$ cat src/hdl/etx_cfg.svh
`ifndef ETX_CFG_SVH
`define ETX_CFG_SVH
// ====================================
// register byte offsets; signaling block given by its upper address nibble
`define ETX_A_CTRL  8'h00
`define ETX_A_TS1   8'h04
`define ETX_A_TSSEL 8'h08
`define ETX_A_CMD   8'h0C
`define ETX_A_FIFO  8'h10
`define ETX_A_STAT  8'h14
`define ETX_A_SAMF0 8'h18
`define ETX_A_SAMF1 8'h1C
`define ETX_A_CAS   4'h2
// ====================================
// control register fields
`define ETX_C_HMODE 1:0
`define ETX_C_AFX   2
`define ETX_C_BSEL  3
`define ETX_C_CMODE 5:4
`define ETX_C_INV1  6
`define ETX_C_INV2  7
`define ETX_C_INV3  8
`define ETX_C_SASRC 10:9
`define ETX_C_SASEL 15:11
`define ETX_C_SAW   20:16
`define ETX_C_EN2   21
`define ETX_C_EN3   22
// ====================================
// slot select fields and command bits
`define ETX_T_CH2   4:0
`define ETX_T_CH3   12:8
`define ETX_T_IDLE  23:16
`define ETX_K_REP   0
`define ETX_K_XMIT  1
`define ETX_K_XRES  2
`define ETX_K_SRES  3
// ====================================
// reset values and framing constants
`define ETX_FLAG      8'h7E
`define ETX_TSSEL_RST {`ETX_FLAG, 16'h0000}
`define ETX_DEPTH     7'h40
`define ETX_CRC_INIT  16'hFFFF
`define ETX_CRC_POLY  16'h8408
`define ETX_TS16      5'h10
`define ETX_LAST_FR   4'hF
`define ETX_LAST_POS  8'hFF
`define ETX_STUFF_RUN 3'h5
`endif

$ cat src/hdl/etx_pkg.sv
`default_nettype none
package etx_pkg;
  typedef enum logic [1:0] {HM_HDLC, HM_TRANSP, HM_SS7} etx_hmode_t;
  typedef enum logic [1:0] {CM_NONE, CM_SERIAL, CM_UP} etx_cmode_t;
  typedef enum logic [1:0] {SA_WORD, SA_MFRAME, SA_HDLC} etx_sasrc_t;
  typedef enum logic [2:0] {ES_IDLE, ES_OPEN, ES_DATA, ES_CRC, ES_CLOSE} etx_est_t;
  // ====================================
  // link pins as sampled together
  typedef struct packed {
    logic sig;
    logic data;
    logic sync;
    logic clk;
  } etx_link_t;
  // ====================================
  // state of the controller, all but the queue memory
  typedef struct packed {
    etx_link_t        m;
    etx_link_t        sy;
    logic             clk_d;
    logic [7:0]       pos;
    logic [3:0]       fr;
    logic             pready;
    logic             pslverr;
    logic [31:0]      prdata;
    logic [31:0]      ctrl;
    logic [31:0]      ts1;
    logic [23:0]      tssel;
    logic             rep;
    logic [39:0]      samf;
    logic [127:0]     cas;
    logic [6:0]       cnt;
    logic [6:0]       flen;
    logic             pend;
    logic             upd;
    etx_est_t         st;
    logic [15:0]      sh;
    logic [15:0]      crc;
    logic [4:0]       nb;
    logic [2:0]       ones;
    logic [6:0]       rd;
    logic             fisu;
    logic [7:0]       lbsn;
    logic [7:0]       lfsn;
    logic [31:0][3:0] cap;
    logic [31:0][3:0] nib;
    logic [7:0]       cap16;
    logic [7:0]       mf16;
    logic             line;
    logic             sysb;
    logic             strobe;
  } etx_state_t;
endpackage
`default_nettype wire

$ cat src/hdl/etx_tx_sig_ctrl.sv
// Contract
// - hdlc mode: flags, frame check sequence, zero insertion, idle code between frames
// - outgoing data queued in a 64 byte transmit queue
// - signaling bits merged into data from system data or signaling input
// - transparent mode sends queue bytes raw, no flags, check or stuffing
// - optionally the queue contents are sent over and over
// - channel one uses any set of time slots 1 to 31, transmit set own register
// - channels two and three each use one programmable time slot
// - each channel goes toward line side or, inverse, toward system side
// - ss7 only on channel one, active once mode selects it, sends automatically
// - ss7 units open with flag, are zero stuffed, carry crc16
// - a queued unit is sent once or repeatedly, each complete with framing
// - with fill enabled and nothing queued, fill units carry last sequence numbers
// - automatic sending pauses while the queue is updated, then resumes
// - repeat bit resends continuously until host clears it or resets
// - spare bits come from word register, multiframe registers or channel one
// - per-bit select over spare bits 4 to 8 picks which are overwritten
// - serial signaling input sampled on system clock, aligned by sync pulse
// - ordinary slots and slot 0 latch bits 5 to 8 only; slot 16 in full
// - signaling multiframe inserted frame aligned; input valid in last frame
// - serial signaling read only in last frame of each multiframe
// - processor-written signaling replaces external serial signaling
// - with no signaling mode, system data passes unchanged
// - processor mode sends sixteen signaling bytes in slot 16 from multiframe start
`include "etx_cfg.svh"
`default_nettype none
module etx_tx_sig_ctrl
  import etx_pkg::*;
(
  input  wire logic        core_clk,
  input  wire logic        srst,
  input  wire logic        psel,
  input  wire logic        penable,
  input  wire logic        pwrite,
  input  wire logic [7:0]  paddr,
  input  wire logic [31:0] pwdata,
  output logic             pready,
  output logic             pslverr,
  output logic [31:0]      prdata,
  input  wire logic        tx_system_clock,
  input  wire logic        tx_frame_sync_pulse,
  input  wire logic        tx_system_data_in,
  input  wire logic        tx_signaling_in,
  output logic             tx_line_data,
  output logic             tx_line_strobe,
  output logic             tx_sys_data
);
  etx_state_t  s;
  etx_state_t  n;
  logic [7:0]  fifo_mem [64];
  etx_hmode_t  hm;
  etx_cmode_t  cm;
  etx_sasrc_t  sasrc;
  logic        transp;
  logic        step;
  logic        run;
  logic [7:0]  cpos;
  logic [3:0]  cfr;
  logic [4:0]  ts;
  logic [2:0]  bi;
  logic [2:0]  sai;
  logic        sa_hit;
  logic        ch1;
  logic        ch2;
  logic        ch3;
  logic        lb;
  logic        sb;
  logic        hb;
  logic        up_bit;
  logic        bend;
  logic [6:0]  nxt;
  logic [7:0]  nbyte;
  logic [6:0]  len;
  logic        acc;
  logic        wr;
  logic        fifo_we;
  logic        hit;
  logic [31:0] rdat;

  function automatic logic [15:0] crc_step(input logic [15:0] c, input logic b);
    crc_step = (c >> 1) ^ ((c[0] ^ b) ? `ETX_CRC_POLY : 16'h0000);
  endfunction

  assign pready         = s.pready;
  assign pslverr        = s.pslverr;
  assign prdata         = s.prdata;
  assign tx_line_data   = s.line;
  assign tx_line_strobe = s.strobe;
  assign tx_sys_data    = s.sysb;

  // ====================================
  // read decode
  always_comb
  begin
    hit  = 1'b1;
    rdat = 32'h0000_0000;
    case (paddr)
      `ETX_A_CTRL:  rdat = s.ctrl;
      `ETX_A_TS1:   rdat = s.ts1;
      `ETX_A_TSSEL: rdat = {8'h00, s.tssel};
      `ETX_A_CMD:   rdat = {31'h0, s.rep};
      `ETX_A_FIFO:  rdat = 32'h0000_0000;
      `ETX_A_STAT:  rdat = {22'h0, (s.st != ES_IDLE), s.upd, s.pend, s.cnt};
      `ETX_A_SAMF0: rdat = s.samf[31:0];
      `ETX_A_SAMF1: rdat = {24'h0, s.samf[39:32]};
      default:
      begin
        hit  = (paddr[7:4] == `ETX_A_CAS) && (paddr[1:0] == 2'b00);
        rdat = hit ? s.cas[paddr[3:2]*32 +: 32] : 32'h0000_0000;
      end
    endcase
  end

  // ====================================
  // next state
  always_comb
  begin
    n      = s;
    hm     = etx_hmode_t'(s.ctrl[`ETX_C_HMODE]);
    cm     = etx_cmode_t'(s.ctrl[`ETX_C_CMODE]);
    sasrc  = etx_sasrc_t'(s.ctrl[`ETX_C_SASRC]);
    transp = (hm == HM_TRANSP);
    // link pins pass two flops; edges are found on the second
    n.m    = {tx_signaling_in, tx_system_data_in, tx_frame_sync_pulse, tx_system_clock};
    n.sy   = s.m;
    n.clk_d = s.sy.clk;
    n.strobe = 1'b0;
    step   = s.sy.clk & ~s.clk_d;
    cpos   = s.sy.sync ? 8'h00 : s.pos;
    cfr    = s.sy.sync ? 4'h0 : s.fr;
    ts     = cpos[7:3];
    bi     = cpos[2:0];
    sai    = bi - 3'h3;
    sa_hit = (ts == 5'h00) && cfr[0] && (bi >= 3'h3) && s.ctrl[11 + sai];
    ch1    = (s.ts1[ts] && (ts != 5'h00)) || (sa_hit && (sasrc == SA_HDLC));
    ch2    = s.ctrl[`ETX_C_EN2] && (ts == s.tssel[`ETX_T_CH2]);
    ch3    = s.ctrl[`ETX_C_EN3] && (ts == s.tssel[`ETX_T_CH3]);
    run    = step && ch1;
    up_bit = s.cas[{cfr, ~bi}];
    hb     = 1'b1;
    bend   = 1'b0;
    nxt    = s.rd + 7'h01;
    nbyte  = s.fisu ? ((nxt == 7'h01) ? s.lfsn : 8'h00) : fifo_mem[nxt[5:0]];
    len    = s.fisu ? 7'h03 : s.flen;

    // ==================================
    // channel one frame engine, advances only in its own slots
    if (run)
    begin
      case (s.st)
        ES_IDLE:
        begin
          hb   = s.tssel[16 + s.nb[2:0]];
          n.nb = s.nb + 5'h01;
          bend = (s.nb[2:0] == 3'h7);
        end
        ES_OPEN, ES_CLOSE:
        begin
          hb   = s.sh[0];
          n.sh = s.sh >> 1;
          n.nb = s.nb + 5'h01;
          if (s.nb == 5'h07)
          begin
            if (s.st == ES_OPEN)
            begin
              n.st   = ES_DATA;
              n.rd   = 7'h00;
              n.nb   = 5'h00;
              n.ones = 3'h0;
              n.crc  = `ETX_CRC_INIT;
              n.sh   = {8'h00, s.fisu ? s.lbsn : fifo_mem[0]};
            end
            else
            begin
              bend = 1'b1;
              if (!s.fisu && !s.rep)
              begin
                n.pend = 1'b0;
                n.cnt  = 7'h00;
              end
              if (!s.fisu && (hm == HM_SS7))
              begin
                n.lbsn = fifo_mem[0];
                n.lfsn = fifo_mem[1];
              end
            end
          end
        end
        ES_DATA, ES_CRC:
        begin
          if (!transp && (s.ones == `ETX_STUFF_RUN))
          begin
            hb     = 1'b0;
            n.ones = 3'h0;
          end
          else
          begin
            hb     = s.sh[0];
            n.sh   = s.sh >> 1;
            n.nb   = s.nb + 5'h01;
            n.ones = hb ? s.ones + 3'h1 : 3'h0;
            if (s.st == ES_DATA)
            begin
              n.crc = crc_step(s.crc, hb);
              if (s.nb == 5'h07)
              begin
                n.nb = 5'h00;
                if (nxt < len)
                begin
                  n.rd = nxt;
                  n.sh = {8'h00, nbyte};
                end
                else if (transp)
                begin
                  // raw mode loops on itself, no framing in between
                  if (s.rep)
                  begin
                    n.rd = 7'h00;
                    n.sh = {8'h00, fifo_mem[0]};
                  end
                  else
                  begin
                    n.pend = 1'b0;
                    n.cnt  = 7'h00;
                    n.st   = ES_IDLE;
                  end
                end
                else
                begin
                  n.st = ES_CRC;
                  n.sh = ~crc_step(s.crc, hb);
                end
              end
            end
            else if (s.nb == 5'h0F)
            begin
              n.st = ES_CLOSE;
              n.nb = 5'h00;
              n.sh = {8'h00, `ETX_FLAG};
            end
          end
        end
        default: n.st = ES_IDLE;
      endcase
    end

    // ==================================
    // start of next frame at a byte boundary
    if (bend)
    begin
      n.nb   = 5'h00;
      n.ones = 3'h0;
      if (n.pend && !n.upd && transp)
      begin
        n.st   = ES_DATA;
        n.rd   = 7'h00;
        n.fisu = 1'b0;
        n.sh   = {8'h00, fifo_mem[0]};
      end
      else if (!transp && !n.upd && (n.pend || (hm == HM_SS7 && s.ctrl[`ETX_C_AFX])))
      begin
        n.st   = ES_OPEN;
        n.fisu = ~n.pend;
        n.sh   = {8'h00, `ETX_FLAG};
      end
      else
        n.st = ES_IDLE;
    end

    // ==================================
    // serial signaling capture, last frame only
    if (step && (cm == CM_SERIAL) && (cfr == `ETX_LAST_FR))
    begin
      if (ts == `ETX_TS16)
        n.cap16[~bi] = s.sy.sig;
      else if (bi[2])
        n.cap[ts][~bi[1:0]] = s.sy.sig;
      // double buffer so frame 15 insertion still sees the old set
      if (cpos == `ETX_LAST_POS)
      begin
        n.nib  = n.cap;
        n.mf16 = n.cap16;
      end
    end

    // ==================================
    // outgoing bit composition
    lb = s.ctrl[`ETX_C_BSEL] ? s.sy.sig : s.sy.data;
    if ((ts == `ETX_TS16) && (cm == CM_UP))
      lb = up_bit;
    else if ((ts == `ETX_TS16) && (cm == CM_SERIAL))
      lb = (cfr == 4'h0) ? s.mf16[~bi] : s.nib[{bi[2], cfr}][~bi[1:0]];
    if (sa_hit && (sasrc == SA_WORD))
      lb = s.ctrl[16 + sai];
    else if (sa_hit && (sasrc == SA_MFRAME))
      lb = s.samf[{sai, cfr[3:1]}];
    sb = 1'b1;
    if (ch2 || ch3)
    begin
      if (ch2 ? s.ctrl[`ETX_C_INV2] : s.ctrl[`ETX_C_INV3])
        sb = s.tssel[16 + bi];
      else
        lb = s.tssel[16 + bi];
    end
    if (ch1)
    begin
      if (s.ctrl[`ETX_C_INV1])
        sb = hb;
      else
        lb = hb;
    end
    if (step)
    begin
      n.line   = lb;
      n.sysb   = sb;
      n.strobe = 1'b1;
      n.pos    = cpos + 8'h01;
      if (cpos == `ETX_LAST_POS)
        n.fr = cfr + 4'h1;
    end

    // ==================================
    // bus slave: one wait state, answer registered
    acc     = psel && penable && s.pready;
    wr      = acc && pwrite;
    fifo_we = wr && (paddr == `ETX_A_FIFO) && (s.cnt < `ETX_DEPTH);
    n.pready = psel && penable && !s.pready;
    if (psel && !s.pready)
    begin
      n.prdata  = rdat;
      n.pslverr = !hit;
    end
    if (fifo_we)
    begin
      n.cnt = s.cnt + 7'h01;
      n.upd = 1'b1;
    end
    if (wr)
    begin
      case (paddr)
        `ETX_A_CTRL:  n.ctrl = {9'h000, pwdata[22:0]};
        `ETX_A_TS1:   n.ts1 = pwdata;
        `ETX_A_TSSEL: n.tssel = {pwdata[23:16], 3'h0, pwdata[12:8], 3'h0, pwdata[4:0]};
        `ETX_A_SAMF0: n.samf[31:0] = pwdata;
        `ETX_A_SAMF1: n.samf[39:32] = pwdata[7:0];
        `ETX_A_CMD:
        begin
          n.rep = pwdata[`ETX_K_REP];
          if (pwdata[`ETX_K_XMIT] && (s.cnt != 7'h00))
          begin
            n.pend = 1'b1;
            n.flen = s.cnt;
            n.upd  = 1'b0;
          end
          if (pwdata[`ETX_K_XRES] || pwdata[`ETX_K_SRES])
          begin
            n.rep  = 1'b0;
            n.pend = 1'b0;
            n.upd  = 1'b0;
            n.st   = ES_IDLE;
            n.nb   = 5'h00;
            if (pwdata[`ETX_K_XRES])
              n.cnt = 7'h00;
          end
        end
        default:
        begin
          if (hit && (paddr != `ETX_A_FIFO) && (paddr != `ETX_A_STAT))
            n.cas[paddr[3:2]*32 +: 32] = pwdata;
        end
      endcase
    end
  end

  always_ff @(posedge core_clk)
  begin
    if (srst)
    begin
      s       <= '0;
      s.tssel <= `ETX_TSSEL_RST;
      s.st    <= ES_IDLE;
      s.line  <= 1'b1;
      s.sysb  <= 1'b1;
    end
    else
      s <= n;
  end

  always_ff @(posedge core_clk)
  begin
    if (fifo_we)
      fifo_mem[s.cnt[5:0]] <= pwdata[7:0];
  end
endmodule
`default_nettype wire

$ cat config.mk
export PLATFORM = sky130hd
export DESIGN_NAME = etx_tx_sig_ctrl
export DESIGN_NICKNAME = d
export VERILOG_FILES = /design/src/hdl/etx_pkg.sv /design/src/hdl/etx_tx_sig_ctrl.sv
export VERILOG_INCLUDE_DIRS = /design/src /design/src/hdl
export SDC_FILE = /design/constraint.sdc
export NUM_CORES = 2
export LEC_CHECK = 0
export BUFFER_PORTS_ARGS = -buffer_cell sky130_fd_sc_hd__buf_2
export CAP_MARGIN = 10
export CORE_UTILIZATION = 61
export CTS_CLUSTER_DIAMETER = 30
export DETAILED_ROUTE_END_ITERATION = 12
export MAX_ROUTING_LAYER = met4
export PLACE_DENSITY = 0.81
export SYNTH_ARGS = -nofsm -noshare
export SYNTH_HDL_FRONTEND = slang
export SYNTH_SLANG_ARGS = --single-unit
$ cat constraint.sdc
create_clock -name core_clk -period 6.88 [get_ports core_clk]
set_input_delay 2.064 -clock core_clk [delete_from_list [all_inputs] [get_ports core_clk]]
set_output_delay 2.064 -clock core_clk [all_outputs]
set_load 0.1 [all_outputs]
**Word level (Yosys, flattened, before mapping)**

Memory sizes are Yosys's and may differ from the RTL's. A register that Yosys moved wholly into a read port is not among the register bits.
Cells that the tools add are included.
W data, S select, Z words.

- Register bits after elaboration: 647
- Bits in writable memories: 512
- Output and inout port bits: 37
- Memories: 1

Memory list:

| name | words | bits a word | rd ports | clocked after memory_dff | write ports | RTL line | source |
|---|---|---|---|---|---|---|---|
| fifo_mem | 64 | 8 | 3 | 1 | 1 | etx_tx_sig_ctrl.sv:50 | `logic [7:0] fifo_mem [64];` |

- $add $sub $neg: 12
- $lt $le $gt $ge: 16
- Equality and inequality tests: 34
- Shifts and indexed selects: 3
- Multiplexer cells: 137
- Bitwise gates (word level): 10
- Reduce and logical (&&, ||, !) cells: 76

Operators with widths:

| operator | count |
|---|---|
| $bwmux W128 | 2 |
| $mux W128 | 2 |
| $pmux W32 S8 | 1 |
| $mux W50 | 3 |
| $mux W7 | 21 |
| $mux W19 | 7 |
| $shift A32 B34 Y128 const A | 1 |
| $shiftx A128 B8 Y32 | 1 |
| $shiftx A32 B34 Y128 | 1 |
| $mux W16 | 5 |
| $pmux W32 S2 | 1 |
| $mux W1 | 50 |
| $mux W40 | 1 |
| $mux W8 | 5 |
| $logic_and A1 B1 Y1 | 36 |
| $mux W5 | 7 |
| $neg A7 Y34 | 1 |
| $eq A8 B5 Y1 const B | 4 |
| $mux W32 | 1 |
| $bmux W1 S5 | 5 |
| $bmux W4 S5 | 1 |
| $demux W4 S5 | 1 |
| $pmux W10 S2 | 1 |
| $add A5 B3 Y6 const A | 3 |
| 79 further kinds | 127 |

**Longest topological paths before layout**

- Word-level depth: 18
- Mapped depth: 19
- Mapped depth without buffers: 15

**Worst setup path before layout**

Ideal clock, no wire load.

- Path type: input port to flip-flop
- Start: input port paddr[2]
- End: memory fifo_mem[54][0] (enable)
- Setup time: 370 ps
- Arrival time: 4,432 ps
- Required time: 6,510 ps
- Slack: 2,077 ps
- Stages on the path: 9
- Path buffers: 4
- Cells stage by stage: clkbuf_1 -> buf_1 -> inv_1 -> ha_1 -> clkbuf_1 -> and4b_1 -> clkbuf_1 -> nand4_1 -> nor2_1

- Word-level cells in the longest chain between the ends: 5

RTL lines:

| what | RTL line | source |
|---|---|---|
| from (decl) | etx_tx_sig_ctrl.sv:35 | `input wire logic [7:0] paddr,` |
| $eq A8 B5 Y1 | n/a |  |
| $logic_and A1 B1 Y1 (2 in series) | etx_tx_sig_ctrl.sv:326 | `` fifo_we = wr && (paddr == `ETX_A_FIFO) && (s.cnt < `ETX_DEPTH); `` |
| $mux W1 | etx_tx_sig_ctrl.sv:391 | `if (fifo_we)` |
| $mux W1 (not written as such) | etx_tx_sig_ctrl.sv:392 | `fifo_mem[s.cnt[5:0]] <= pwdata[7:0];` |
| to (decl) | etx_tx_sig_ctrl.sv:50 |  |

No other way between the ends.

**Final worst setup path**

- Start: register s[292] in the netlist's numbering
- End: register s[353] in the netlist's numbering

- Word-level cells in the longest chain between the ends: 13

RTL lines:

| what | RTL line | source |
|---|---|---|
| from (decl) | etx_tx_sig_ctrl.sv:48 | `etx_state_t s;` |
| from (signal assigned) | etx_tx_sig_ctrl.sv:386 | `s <= n;` |
| $add A7 B1 Y7 (*) | etx_tx_sig_ctrl.sv:142 | `nxt = s.rd + 7'h01;` |
| $lt A7 B7 Y1 (*) | etx_tx_sig_ctrl.sv:208 | `if (nxt < len)` |
| $mux W7 (*) | etx_tx_sig_ctrl.sv:208 |  |
| $mux W7 (*) | etx_tx_sig_ctrl.sv:205 | `if (s.nb == 5'h07)` |
| $mux W7 (*) | etx_tx_sig_ctrl.sv:202 | `if (s.st == ES_DATA)` |
| $mux W7 (*) | etx_tx_sig_ctrl.sv:191 | `` if (!transp && (s.ones == `ETX_STUFF_RUN)) `` |
| $pmux W7 S2 (*) | etx_tx_sig_ctrl.sv:150 | `case (s.st)` |
| $mux W7 (*) | etx_tx_sig_ctrl.sv:148 | `if (run)` |
| $mux W7 (*) | etx_tx_sig_ctrl.sv:333 | `if (fifo_we)` |
| $mux W7 | etx_tx_sig_ctrl.sv:362 | `` if (pwdata[`ETX_K_XRES]) `` |
| $mux W7 | etx_tx_sig_ctrl.sv:355 | `` if (pwdata[`ETX_K_XRES] \|\| pwdata[`ETX_K_SRES]) `` |
| $mux W19 | etx_tx_sig_ctrl.sv:340 | `case (paddr)` |
| $mux W19 (*) | etx_tx_sig_ctrl.sv:338 | `if (wr)` |

Every way passes the cells marked *; elsewhere a longest branch is shown, timed or not.
A chain may end at the register's enable or synchronous reset.

==> results.txt <==
The run finished with clean final reports. The via-per-instance ratio came out at 6.97. The kind of cell with the highest combined delay along the critical path is simple AND/OR/NAND/NOR gates.

STA classifies the critical path endpoint as a flip-flop. The number of antenna violations at the first check in global routing came out at 5. After the last flow step, the layout net total stands at approximately 5000. The met2 wire length is 78400 um. The number of placed cells counting well taps is 5827.

The beginning of the worst hold path is n[665]. The worst hold slack after final layout came out at 0.442 ns. Summed over all nets, the half-perimeter wirelength after detailed placement is roughly 100000 um. The total power came out at 0.0183 W. In this run the top signal layer used is met4. The sum of met3 wire segment lengths after detailed routing is between 20000 and 25000 um. The quantity of gates resized following cts is 0. The category of the critical setup timing path is flip-flop to flip-flop. For this design the top-level I/O count stands at 86.

The net count of the mapped netlist is 5050. The post-layout instance area is 0.0609 mm2. Data on the critical path arrives at its endpoint at 5.96 ns. The netlist area before placement came out at 0.0529 mm2. No sink is reached through more buffers than the 3 on the longest clock path. The insertion delay of the later-clocked pin in the worst-skew pair is 0.84 ns. The cell count after synthesis came out at between 4000 and 5000. The global-route wire length before repair is 255000 um.

The H-tree was split into 4 levels. Wires add up to between 150000 and 200000 um. After floorplanning, the core was divided into 107 placement rows.

The count of filler cells inserted in the layout is about 5700. The number of failing hold endpoints at the final stage is 0. For this design the static power due to leakage is 19.2 nW. The post-CTS setup buffer count came out at 0. After detailed routing, the number of remaining DRC violations is 0.

The reg-to-reg startpoint is s[292]. The final weighted congestion of routability-driven global placement is 1.03. In this run the tightest slew margin relative to its limit is a little over a tenth. The horizontal extent of the die came out at 296 um. Setup repair after global routing left no endpoint under its margin. The worst path buffer plus inverter count is 2.

The pin slew with the least headroom to its limit came out at 1.34 ns. The clock slew at the register clock pins of the worst setup and hold paths came out at roughly 0.070 ns. The share of synthesized flip-flops with an asynchronous set or reset is 0%.

The count of nets left with antenna violations once routing finished came out at 0. Traced cell by cell, the critical path runs through ha_1, xnor2_2, clkinv_1, ha_1, and3_1, a22oi_1, nand4b_1, and3_1, buf_4, nand2_1, o31a_1, or4_1, a31oi_1, nor2_1. The number of buffers inserted by port buffering came out at 85. For the worst setup path, the data required time is 7.57 ns.

The total die area is 0.0879 mm2. The most instantiated flip-flop cell in the synthesis netlist is sky130_fd_sc_hd__dfxtp_1. Summed over all failing endpoints, the final setup total negative slack is 0 ns. The max-cap violation count came out at 0. The start point of the critical path is s[292]. The via count of the first global-routing pass is a little over 40000. The synthesized netlist contains 94 unique library cells. The global routing usage summed across all routing layers is between 30% and 40%. The placed instances occupy a cell area of between 0.05 and 0.06 mm2.

The minimum clock period came out at 5.27 ns. The tree is rooted in a sky130_fd_sc_hd__clkbuf_16. The floorplan step set the die height to 296 um.

The maximum vdd drop is 0.338 mV. Buffers inserted during clock tree synthesis total 204. For this run, the number of standard cells in the final layout without fillers is about 6200.

The post-route netlist has between 10% and 20% of its cells at a drive strength greater than 1. The pin count of the biggest net entering global routing came out at around 260. Of all nets on the critical path, the largest fanout is 24. The total setup violations reported at the end of the flow came out at 0. The number of detailed-routing iterations run before antenna repair came out at 10. The biggest cell delay along the critical path is 0.90 ns.

For this block, the via count after detailed routing is 43400. The initial core utilization is around 60%. The total grt overflow is 0.

The number of storage elements in the synthesis netlist is 1167. The number of logic stages on the critical path including buffering came out at 14. The placeable core region came out at 0.0855 mm2. Among all stages on the critical path, the largest delay is contributed by sky130_fd_sc_hd__xnor2_2. The sequential area share after synthesis came out at between 50% and 60%.

The area overhead of the layout relative to synthesis came out at 15.1%. The TritonCTS clock tree is done. Clock skew on the completed layout was measured at 0.0395 ns.

The clock net sink count came out at approximately 1200. After layout, the worst path uses 76.6% of the clock period. The first routing iteration left 7482 violations. The fmax is 0.190 GHz. Counting instances, the worst hold path has a depth of 1. The count of flip-flops with a built-in enable after synthesis is between 500 and 600. The post-cts hold buffer count came out at 0. The ratio of total power to cell area is ~300 mW/mm2. The mean post-synth cell area is 10.6 um2. The number of max-slew violations in the final report is 0. The depth of the worst register-to-register path came out at 14. The min-delay analysis places its worst path in the category flip-flop to flip-flop.

During synthesis, Yosys emitted a total of 0 warnings. The detailed router put a total of 60200 um of wire on met1. The worst setup path is launched from a flip-flop. After detailed routing, the average wire length per cell comes to roughly 28 um.
-- metal layers --
metal | vias to the layer above | track usage, %
met5 | - | -
met3 | 829 | 9.24
met2 | 3540 | 60.4
met1 | 20600 | 48.9
li1 | 18400 | -
met4 | 0 | 23.5
-- placed cells by master (no fill, tap or decap), types with 44 or more instances in the layout --
| master | synthesis | routed |
|---|---|---|
| sky130_fd_sc_hd__o21ai_0 | 125 | 125 |
| sky130_fd_sc_hd__mux2i_1 | 270 | 270 |
| sky130_fd_sc_hd__buf_2 | 59 | 83 |
| sky130_fd_sc_hd__nor3_1 | 53 | 52 |
| sky130_fd_sc_hd__edfxtp_1 | 512 | 512 |
| sky130_fd_sc_hd__nand3_1 | 205 | 205 |
| sky130_fd_sc_hd__nand2_1 | 564 | 564 |
| sky130_fd_sc_hd__a221oi_1 | 44 | 44 |
| sky130_fd_sc_hd__a211oi_1 | 307 | 307 |
| sky130_fd_sc_hd__clkbuf_16 | 0 | 205 |
| sky130_fd_sc_hd__dfxtp_1 | 655 | 648 |
| sky130_fd_sc_hd__mux4_2 | 179 | 179 |
| sky130_fd_sc_hd__nor2_1 | 607 | 607 |
| sky130_fd_sc_hd__a21oi_1 | 356 | 356 |
| sky130_fd_sc_hd__buf_4 | 58 | 92 |
-- registers in the layout, summed over array words and instances (netlist names) --
register,flops
pready,1
prdata,32
fifo_mem,512
tx_line_data,1
tx_sys_data,1
hm,2
s,609
pslverr,1
tx_line_strobe,1
n,5
cm,2
-- final timing paths --
kind | to | slack (ns)
worst min-delay path | s[665] | 0.44
worst min register to register | s[665] | 0.44
worst max register to register | s[353] | 1.61
worst max-delay path | s[353] | 1.61
-- Yosys cell counts, types with 7 or more instances --
master | n | share of area [%]
sky130_fd_sc_hd__a2111oi_0 | 20 | 0.33
sky130_fd_sc_hd__a211oi_1 | 307 | 4.4
sky130_fd_sc_hd__a21oi_1 | 356 | 3.4
sky130_fd_sc_hd__a221oi_1 | 44 | 0.73
sky130_fd_sc_hd__a222oi_1 | 17 | 0.32
sky130_fd_sc_hd__a22o_1 | 12 | 0.20
sky130_fd_sc_hd__a22oi_1 | 34 | 0.48
sky130_fd_sc_hd__a2bb2oi_1 | 7 | 0.12
sky130_fd_sc_hd__a311oi_1 | 15 | 0.25
sky130_fd_sc_hd__a31oi_1 | 31 | 0.37
sky130_fd_sc_hd__a32oi_1 | 12 | 0.20
sky130_fd_sc_hd__and2_1 | 11 | 0.13
sky130_fd_sc_hd__and3_1 | 29 | 0.34
sky130_fd_sc_hd__buf_1 | 27 | 0.19
sky130_fd_sc_hd__buf_2 | 59 | 0.56
sky130_fd_sc_hd__buf_4 | 58 | 0.82
sky130_fd_sc_hd__clkbuf_1 | 327 | 2.3
sky130_fd_sc_hd__dfxtp_1 | 655 | 25
sky130_fd_sc_hd__edfxtp_1 | 512 | 29
sky130_fd_sc_hd__ha_1 | 28 | 0.66
sky130_fd_sc_hd__inv_1 | 40 | 0.28
sky130_fd_sc_hd__mux2_2 | 15 | 0.32
sky130_fd_sc_hd__mux2i_1 | 270 | 5.1
sky130_fd_sc_hd__mux4_2 | 179 | 7.6
sky130_fd_sc_hd__nand2_1 | 564 | 4.0
sky130_fd_sc_hd__nand2b_1 | 20 | 0.24
sky130_fd_sc_hd__nand3_1 | 205 | 1.9
sky130_fd_sc_hd__nand3b_1 | 14 | 0.20
sky130_fd_sc_hd__nand4_1 | 22 | 0.26
sky130_fd_sc_hd__nor2_1 | 607 | 4.3
sky130_fd_sc_hd__nor2b_1 | 47 | 0.56
sky130_fd_sc_hd__nor3_1 | 53 | 0.50
sky130_fd_sc_hd__nor3b_1 | 15 | 0.21
sky130_fd_sc_hd__nor4_1 | 13 | 0.15
sky130_fd_sc_hd__o2111ai_1 | 11 | 0.18
sky130_fd_sc_hd__o211ai_1 | 16 | 0.23
sky130_fd_sc_hd__o21ai_0 | 125 | 1.2
sky130_fd_sc_hd__o221ai_1 | 17 | 0.28
sky130_fd_sc_hd__o22ai_1 | 27 | 0.32
sky130_fd_sc_hd__o2bb2ai_1 | 11 | 0.18
sky130_fd_sc_hd__o41ai_1 | 7 | 0.12
sky130_fd_sc_hd__or2_2 | 8 | 0.095
sky130_fd_sc_hd__or3_1 | 8 | 0.095
sky130_fd_sc_hd__xnor2_1 | 8 | 0.13
-- final cells by class --
cell class	count	area (um2)	area share [%]
diodes	7	17.5	0.0288
well taps	1144	1430	2.35
clock buffers	231	5320	8.73
inverters	45	169	0.277
multi-input cells	3288	22200	36.5
repair buffers	183	1260	2.07
clock inverters	155	1960	3.23
flip-flops and latches	1167	28500	46.8
-- cells by family (layout without fill, tap and decap cells) --
logic type,Yosys count,after routing,synth area share [%]
and+or+nand+nor,1652,1652,13.7
DFF,1167,1167,53.9
AOI/OAI and AO/OA,1130,1130,14.3
buffers and inverters,518,614,4.26
muxes,464,464,13.0
adders and majority gates,28,28,0.662
xor gates and xnor gates,14,14,0.260
other,0,7,0
-- power by group --
part           total, W  switching [W]  internal (W)
logic          0.000459       0.000383     0.0000753
clock network    0.0106        0.00392       0.00667
registers       0.00727      0.0000182       0.00725
total            0.0183        0.00432        0.0140
-- metrics by stage --
stage / utilization [%] / worst slack, ns
global route: 71.2 / 1.44
detailed placement: 62.7 / 1.17
CTS: 71.2 / 1.73
floorplan: - / 2.08
finish: 71.2 / 1.61
global placement: 62.7 / 1.32
-- worst register-to-register path: cells and delay by family, from the launching register on --
family	cells	cell delay [ns]
buf+inv	2	0.85
fa+ha+maj	2	0.86
simple gates	6	1.34
xor+xnor	1	0.90
compound gates	3	0.70
flops	1	0.48
Power figures use the tool's default switching activity.
